[config.mk]
export PLATFORM = sky130hd
export DESIGN_NAME = linear_array_scan_sequencer
export DESIGN_NICKNAME = d
export VERILOG_FILES = /design/src/logic/edge_sync.v /design/src/logic/linear_array_scan_sequencer.v
export VERILOG_INCLUDE_DIRS = /design/src /design/src/shared
export SDC_FILE = /design/constraint.sdc
export NUM_CORES = 1
export LEC_CHECK = 0
export BUFFER_PORTS_ARGS = -buffer_cell sky130_fd_sc_hd__buf_4
export CAP_MARGIN = 10
export CORE_ASPECT_RATIO = 1.75
export CORE_MARGIN = 3
export CORE_UTILIZATION = 30
export DETAILED_ROUTE_END_ITERATION = 8
export HOLD_SLACK_MARGIN = 0.05
export PLACE_DENSITY = 0.51
export SETUP_SLACK_MARGIN = 0.15
export SLEW_MARGIN = 20
export SYNTH_ARGS = -nofsm -noshare
export SYNTH_HDL_FRONTEND = slang
export SYNTH_HIERARCHICAL = 1
export SYNTH_SLANG_ARGS = --single-unit
[constraint.sdc]
create_clock -name clk -period 3.2 [get_ports clk]
set_input_delay 0 -clock clk [delete_from_list [all_inputs] [get_ports clk]]
set_output_delay 0 -clock clk [all_outputs]
set_load 0.01 [all_outputs]
[src/shared/scan_seq_consts.vh]
`ifndef SCAN_SEQ_CONSTS_VH
`define SCAN_SEQ_CONSTS_VH
// ----------------------------------------
// Array geometry and timing
// ----------------------------------------
`define PIXEL_COUNT      128
`define SETUP_CLOCKS     18
`define CLK_PERIOD_NS    50
`define XFER_TIME_NS     20000
`define XFER_CYCLES      ((`XFER_TIME_NS + `CLK_PERIOD_NS - 1) / `CLK_PERIOD_NS)
`define IDX_RESET        8'h00
`endif
[src/logic/edge_sync.v]
`timescale 1ns/10ps
// Three-stage synchroniser with rise detection on agreeing stages 2 and 3
module edge_sync (
  input  wire clk,      // System clock
  input  wire rst,      // Async reset, active high
  input  wire din,      // Asynchronous pin level
  output reg  level,    // Filtered level
  output reg  rise      // One-cycle pulse on filtered rise
);
  reg s1Q;
  reg s2Q;
  reg s3Q;

  // Stage chain; first stage is read by the second only
  always @(posedge clk or posedge rst) begin
    if (rst) begin
      s1Q   <= 1'b0;
      s2Q   <= 1'b0;
      s3Q   <= 1'b0;
      level <= 1'b0;
      rise  <= 1'b0;
    end else begin
      s1Q  <= din;
      s2Q  <= s1Q;
      s3Q  <= s2Q;
      rise <= 1'b0;
      // A change counts only once stages 2 and 3 agree
      if (s2Q == s3Q) begin
        rise  <= s3Q & ~level;
        level <= s3Q;
      end
    end
  end
endmodule

[src/logic/linear_array_scan_sequencer.v]
`timescale 1ns/10ps
`include "scan_seq_consts.vh"
// Contract
// - Output goes high-impedance after clock rise n+1 following a start.
// - A cycle begins on a clock rise while start is high; the clock idles low.
// - Last exposure reads out one pixel per clock as the next integrates.
// - Each pixel value is held for a full clock period for the converter.
// - Integrators are held in reset for the first 18 clocks after a start.
module linear_array_scan_sequencer #(
  parameter PIXELS = `PIXEL_COUNT,   // Pixel count n
  parameter SETUP  = `SETUP_CLOCKS   // Integrator reset clocks
) (
  input  wire       clk,            // System clock, 20 MHz
  input  wire       rst,            // Async reset, active high
  input  wire       startIn,        // Start pulse pin
  input  wire       sensorClk,      // Sensor clock pin
  output reg  [7:0] pixelIdx,       // Pixel on output, 1..n, 0 idle
  output reg        outDrive,       // Analog output enabled (low = hi-Z)
  output reg        integReset,     // Integrators held in reset
  output reg        integrating,    // Integrators accumulating
  output reg        holdValid,      // Held frame exists
  output reg        frameValid,     // Readout is of a real exposure
  output reg        pixelStrobe     // Pulse when new pixel presented
);
  // ----------------------------------------
  // States
  // ----------------------------------------
  localparam ST_IDLE = 2'b01;
  localparam ST_READ = 2'b10;

  wire       startLvl;     // Synced start level
  wire       startRise;    // Start captured by a clock rise
  wire       clkLvl;       // Synced sensor clock level
  wire       clkRise;      // One pulse per sensor clock rise
  reg  [1:0] stateQ;       // Scan state
  reg  [1:0] stateD;
  reg  [8:0] edgeCntQ;     // Rises since start, start edge is 1
  reg  [8:0] edgeCntD;
  reg        startSeenQ;   // Any start since reset
  reg        startSeenD;
  reg  [7:0] pixelIdxD;    // Next values of the output flops
  reg        outDriveD;
  reg        integResetD;
  reg        integratingD;
  reg        holdValidD;
  reg        frameValidD;
  reg        pixelStrobeD;
  wire       setupDone;    // Edge that opens integration
  wire       lastPixel;    // Edge that releases the output

  // ----------------------------------------
  // Pin synchronisers
  // ----------------------------------------
  edge_sync uStart (
    .clk   (clk),
    .rst   (rst),
    .din   (startIn),
    .level (startLvl),
    .rise  ()
  );
  edge_sync uClk (
    .clk   (clk),
    .rst   (rst),
    .din   (sensorClk),
    .level (clkLvl),
    .rise  (clkRise)
  );
  // Start is captured by a clock rise while start is high
  assign startRise = clkRise & startLvl;

  // ----------------------------------------
  // Helpers
  // ----------------------------------------
  // Next edge count; nine bits never wrap within one scan
  function [8:0] nextEdge;
    input [8:0] cur;
    begin
      nextEdge = cur + 9'h001;
    end
  endfunction

  // True when the running edge count sits on a mark
  function atEdge;
    input [8:0] cur;
    input [8:0] mark;
    begin
      atEdge = (cur == mark);
    end
  endfunction

  // ----------------------------------------
  // Scan marks
  // ----------------------------------------
  // Marks are tested on the rise that follows the counted edge
  assign setupDone = atEdge(edgeCntQ, SETUP[8:0]);
  assign lastPixel = atEdge(edgeCntQ, PIXELS[8:0]);

  // ----------------------------------------
  // Readout sequencer, next state
  // ----------------------------------------
  // A start restarts the scan even mid-frame; the controller owns spacing
  always @* begin
    stateD       = stateQ;
    edgeCntD     = edgeCntQ;
    pixelIdxD    = pixelIdx;
    outDriveD    = outDrive;
    integResetD  = integReset;
    integratingD = integrating;
    // Strobe stands one cycle only
    pixelStrobeD = 1'b0;
    if (startRise) begin
      // Hold all pixels, present pixel 1
      stateD       = ST_READ;
      edgeCntD     = 9'h001;
      pixelIdxD    = 8'h01;
      outDriveD    = 1'b1;
      pixelStrobeD = 1'b1;
      integResetD  = 1'b1;
      integratingD = 1'b0;
    end else if (clkRise) begin
      // Rises outside a scan only hold the idle state
      case (stateQ)
        ST_READ: begin
          edgeCntD = nextEdge(edgeCntQ);
          // Integration opens on the 19th edge
          if (setupDone) begin
            integResetD  = 1'b0;
            integratingD = 1'b1;
          end
          if (lastPixel) begin
            // Edge n+1: output released
            stateD    = ST_IDLE;
            outDriveD = 1'b0;
            pixelIdxD = `IDX_RESET;
          end else begin
            // One pixel per clock, held a full period
            pixelIdxD    = pixelIdx + 8'h01;
            pixelStrobeD = 1'b1;
          end
        end
        ST_IDLE: begin
          // Rises with no start are ignored
          stateD = ST_IDLE;
        end
        default: begin
          stateD = ST_IDLE;
        end
      endcase
    end
  end

  // ----------------------------------------
  // Frame validity, next state
  // ----------------------------------------
  // Only a start may change these; clock rises leave them alone
  always @* begin
    startSeenD  = startSeenQ;
    holdValidD  = holdValid;
    frameValidD = frameValid;
    if (startRise) begin
      // First frame after power-up is indeterminate
      frameValidD = startSeenQ & integrating;
      holdValidD  = startSeenQ;
      startSeenD  = 1'b1;
    end
  end

  // ----------------------------------------
  // Readout sequencer, registers
  // ----------------------------------------
  // Every output is a flop, so the converter sees no decode glitches
  always @(posedge clk or posedge rst) begin
    if (rst) begin
      // Idle, output released, nothing integrating
      stateQ      <= ST_IDLE;
      edgeCntQ    <= 9'h000;
      pixelIdx    <= `IDX_RESET;
      outDrive    <= 1'b0;
      integReset  <= 1'b0;
      integrating <= 1'b0;
      pixelStrobe <= 1'b0;
    end else begin
      // Next values are taken as one set
      stateQ      <= stateD;
      edgeCntQ    <= edgeCntD;
      pixelIdx    <= pixelIdxD;
      outDrive    <= outDriveD;
      integReset  <= integResetD;
      integrating <= integratingD;
      pixelStrobe <= pixelStrobeD;
    end
  end

  // ----------------------------------------
  // Frame validity, registers
  // ----------------------------------------
  // Kept apart so the scan logic stays free of bookkeeping
  always @(posedge clk or posedge rst) begin
    if (rst) begin
      // No start seen, so no frame is trusted
      startSeenQ <= 1'b0;
      holdValid  <= 1'b0;
      frameValid <= 1'b0;
    end else begin
      // Changes only on a captured start
      startSeenQ <= startSeenD;
      holdValid  <= holdValidD;
      frameValid <= frameValidD;
    end
  end
endmodule

=== Word level (Yosys, flattened, before mapping) ===
Index checks and enable logic that the tools add are counted.

* Register bits after elaboration: 35
* Output and inout bits: 14
* Logic and storage cells: 67

* Add/subtract/negate cells: 2
* Equal/unequal tests: 6
* Mux-type cells: 28
* Bitwise logic cells: 4
* Reductions and logical operators: 8

{| class="wikitable"
|+ Operator list
! operator !! count
|-
| $mux 8 || 4
|-
| $mux 9 || 3
|-
| $mux 1 || 17
|-
| $add 9x1->9 const B || 1
|-
| $eq 9x5->1 const B || 1
|-
| $eq 9x8->1 const B || 1
|-
| $add 8x1->8 const B || 1
|-
| $mux 2 || 4
|-
| $reduce_bool 2->1 || 4
|-
| $reduce_and 3->1 || 2
|-
| $reduce_and 2->1 || 2
|-
| $and 1x1->1 || 3
|-
| $ne 3x3->1 const B || 1
|-
| $eq 1x1->1 || 2
|-
| $eq 2x2->1 const B || 1
|-
| $not 1->1 || 1
|}

=== Logic depth before layout (Yosys ltp) ===
* Depth in word-level cells: 5
* Gate-level depth with buffers: 7

=== Modules after synthesis ===
The synthesis kept the hierarchy.

{| class="wikitable"
|+ By module, submodules not included
! module !! times used !! cells an instance !! area an instance (um2)
|-
| linear_array_scan_sequencer || 1 || 131 || 1336.3
|-
| edge_sync || 2 || 8 || 150.1
|}

=== Least setup slack after synthesis ===
No wires, ideal clock.

* Path type: register to register
* Start point: register edgeCntQ[0]
* End point: register pixelIdx[6]
* Setup time: 0.073 ns
* Data arrival time: 1.365 ns
* Data required time: 3.127 ns
* Slack: 1.762 ns
* Cell stages (with the launch flop): 8
* Path buffers: 1
* Clock period less this slack: 1.438 ns
* Cell sequence: dfrtp_1 > inv_1 > ha_1 > and3b_1 > and3_1 > buf_6 > a21o_4 > a21oi_2

* Word-level cells in the longest chain between the ends: 5

{| class="wikitable"
|+ RTL lines
! item !! RTL line !! source
|-
| from (decl) || linear_array_scan_sequencer.v:37 || <nowiki>reg [8:0] edgeCntQ;</nowiki>
|-
| from (signal assigned) || linear_array_scan_sequencer.v:185 || <nowiki>edgeCntQ <= edgeCntD;</nowiki>
|-
| $eq 9x8->1 || linear_array_scan_sequencer.v:87 || <nowiki>atEdge = (cur == mark);</nowiki>
|-
| $mux 8 || linear_array_scan_sequencer.v:130 || <nowiki>if (lastPixel) begin</nowiki>
|-
| $mux 8 || linear_array_scan_sequencer.v:122 || <nowiki>case (stateQ)</nowiki>
|-
| $mux 8 || linear_array_scan_sequencer.v:120 || <nowiki>end else if (clkRise) begin</nowiki>
|-
| $mux 8 || linear_array_scan_sequencer.v:111 || <nowiki>if (startRise) begin</nowiki>
|-
| to (signal assigned) || linear_array_scan_sequencer.v:177 || <nowiki>pixelIdx <= `IDX_RESET;</nowiki>
|-
| to (signal assigned) || linear_array_scan_sequencer.v:186 || <nowiki>pixelIdx <= pixelIdxD;</nowiki>
|-
| to (decl) || linear_array_scan_sequencer.v:17 || <nowiki>output reg [7:0] pixelIdx,</nowiki>
|}

No other way between the ends. The select of a mux whose other input is x is not followed.
A chain may end at the register's enable or synchronous reset.

=== Final worst setup path ===
* Start point: register stateQ[1]
* End point: register edgeCntQ[6]

* Word-level cells in the longest chain between the ends: 3

{| class="wikitable"
|+ RTL lines
! item !! RTL line !! source
|-
| from (decl) || linear_array_scan_sequencer.v:35 || <nowiki>reg [1:0] stateQ;</nowiki>
|-
| from (signal assigned) || linear_array_scan_sequencer.v:184 || <nowiki>stateQ <= stateD;</nowiki>
|-
| $eq 2x2->1 || -- ||
|-
| $reduce_bool 2->1 (no source line) || -- ||
|-
| $reduce_and 2->1 (no source line) || -- ||
|}

No other way between the ends.

==> metrics <==
fin util=0.376; Clk Latency, worst-skew pair=0.29 ns; GRT Total Usage=0.115; cell count of the worst reg-to-reg path=4; Final #Nets=173; initial antenna violation count=0; global-route wire length before repair=5420 microns; pin slew with the least headroom to its limit=0.635 ns; layout cells sized above 1=0.259; total die area=6290 sq um; # setup viols final=0; status=finished clean; Post-Syn Area per Cell=11.0 sq um; final slew viol count=0; DR vias/cell=5.09; PortBufs=17; syn_nets=153; max reg flops=9; Post-DRT Antenna Nets=0; Starting Density=0.316; P_leak=0.879 nW; Max IR drop VDD=0.333 mV; ant diodes=0; Die Ht=103 microns; # IOs=18; CTS tree=built; post-cts sizing count=0; max_cap viols=0; Clock Path Buffers=2; drt drc=0; Worst Path Required=3.41 ns; clock period minus worst slack=1.69 ns; Num CTS Buffers=5; post-detail-place hpwl=2290 microns; Post-Route WL=3130 microns; Largest Register=edgeCntQ; Hold Buf Count CTS=3; Hold Fails Final Rpt=0; WP data arrival=1.90 ns; number of DRC markers in iteration 0=35; Area Overhead vs Synth=19.0%; Reg2Reg Setup Slack=1.51 ns; Final Skew=0.00650 ns; largest net degree at the start of global routing=27; commonest cells after routing, fill and taps aside=dfrtp_1, buf_4, nand2_1; Root Buffer=clkbuf_8; H-tree depth=2; Core Rows=34; most common cell after layout, fill and taps aside=dfrtp_1; Max Fclk=592 MHz; Rel. slew slack=0.576; clk sink count=35; setup bufs post-CTS=0; vias=1,119; RSZ-0062 raised after global routing=false; Critical Path End Type=flop; core box area=5060 sq um; fin crit share=0.527; vias in the first global route=1,165; WS Path Type=reg2reg; wire length per cell=14.2 microns; synthesized area=1600 sq um; maximum fanout along the worst path=9; synthesized instance count=145; Worst Hold Class=in2async; number of synthesis warnings=6; Largest regs=edgeCntQ (9), pixelIdx (8), stateQ (2); DR pass1 iterations=4; power per cell area=655 nW/um^2; grt ovf=0; Reg clk slew, reported paths=0.07 ns; GP Congestion=0.782; Startpoint Class=flop; chip width=61.2 microns; Final TNS setup=0 ns
-- cell type report --
class	count	area, sq um
flip-flops and latches	35	877
fillers	491	3160
clock inverters	3	67.6
repair buffers	20	158
multi-input cells	96	641
clock buffers	5	68.8
well taps	54	67.6
inverters	7	26.3
-- power by group --
| group | internal, W | switching [W] |
|---|---|---|
| Sequential | 0.000500 | 0.0000628 |
| Combinational | 0.0000991 | 0.000112 |
| Clock | 0.000311 | 0.000163 |
-- worst paths after layout --
path,startpoint,end
hold reg to reg,uStart/s1Q,uStart/s2Q
hold / removal,rst,uStart/s1Q
max in group asynchronous,rst,frameValid
setup / recovery,stateQ[1],edgeCntQ[6]
setup reg to reg,stateQ[1],edgeCntQ[6]
min in group clk,uStart/s1Q,uStart/s2Q
-- critical path: stages, from the launching register on --
cell     delay, ns
dfrtp_1       0.39
nor2b_1       0.55
o21ai_2       0.16
or3_1         0.37
a21oi_1       0.14
-- routing by layer --
layer  vias up  global-route usage  part of all wire
met2        16               0.192              0.54
met3         9              0.0263             0.021
li1        535                   -                 -
met1       559               0.133              0.42
met4         0              0.0568             0.024
met5         -                   0                 0
-- stage by stage --
stage | area, sq um | worst slack, ns | hold WS (ns) | instances | power (W)
5_1_grt | 1910 | 1.32 | 0.166 | 220 | 0.00132
3_3_place_gp | 1740 | 1.60 | -0.0912 | 209 | 0.000778
4_1_cts | 1910 | 1.52 | 0.165 | 220 | 0.00126
3_5_place_dp | 1740 | 1.53 | -0.0830 | 209 | 0.000781
6_report | 1910 | 1.51 | 0.163 | 220 | 0.00125
2_1_floorplan | 1600 | 1.76 | -0.234 | 145 | 0.000701
(Power assumes the default switching activity.)
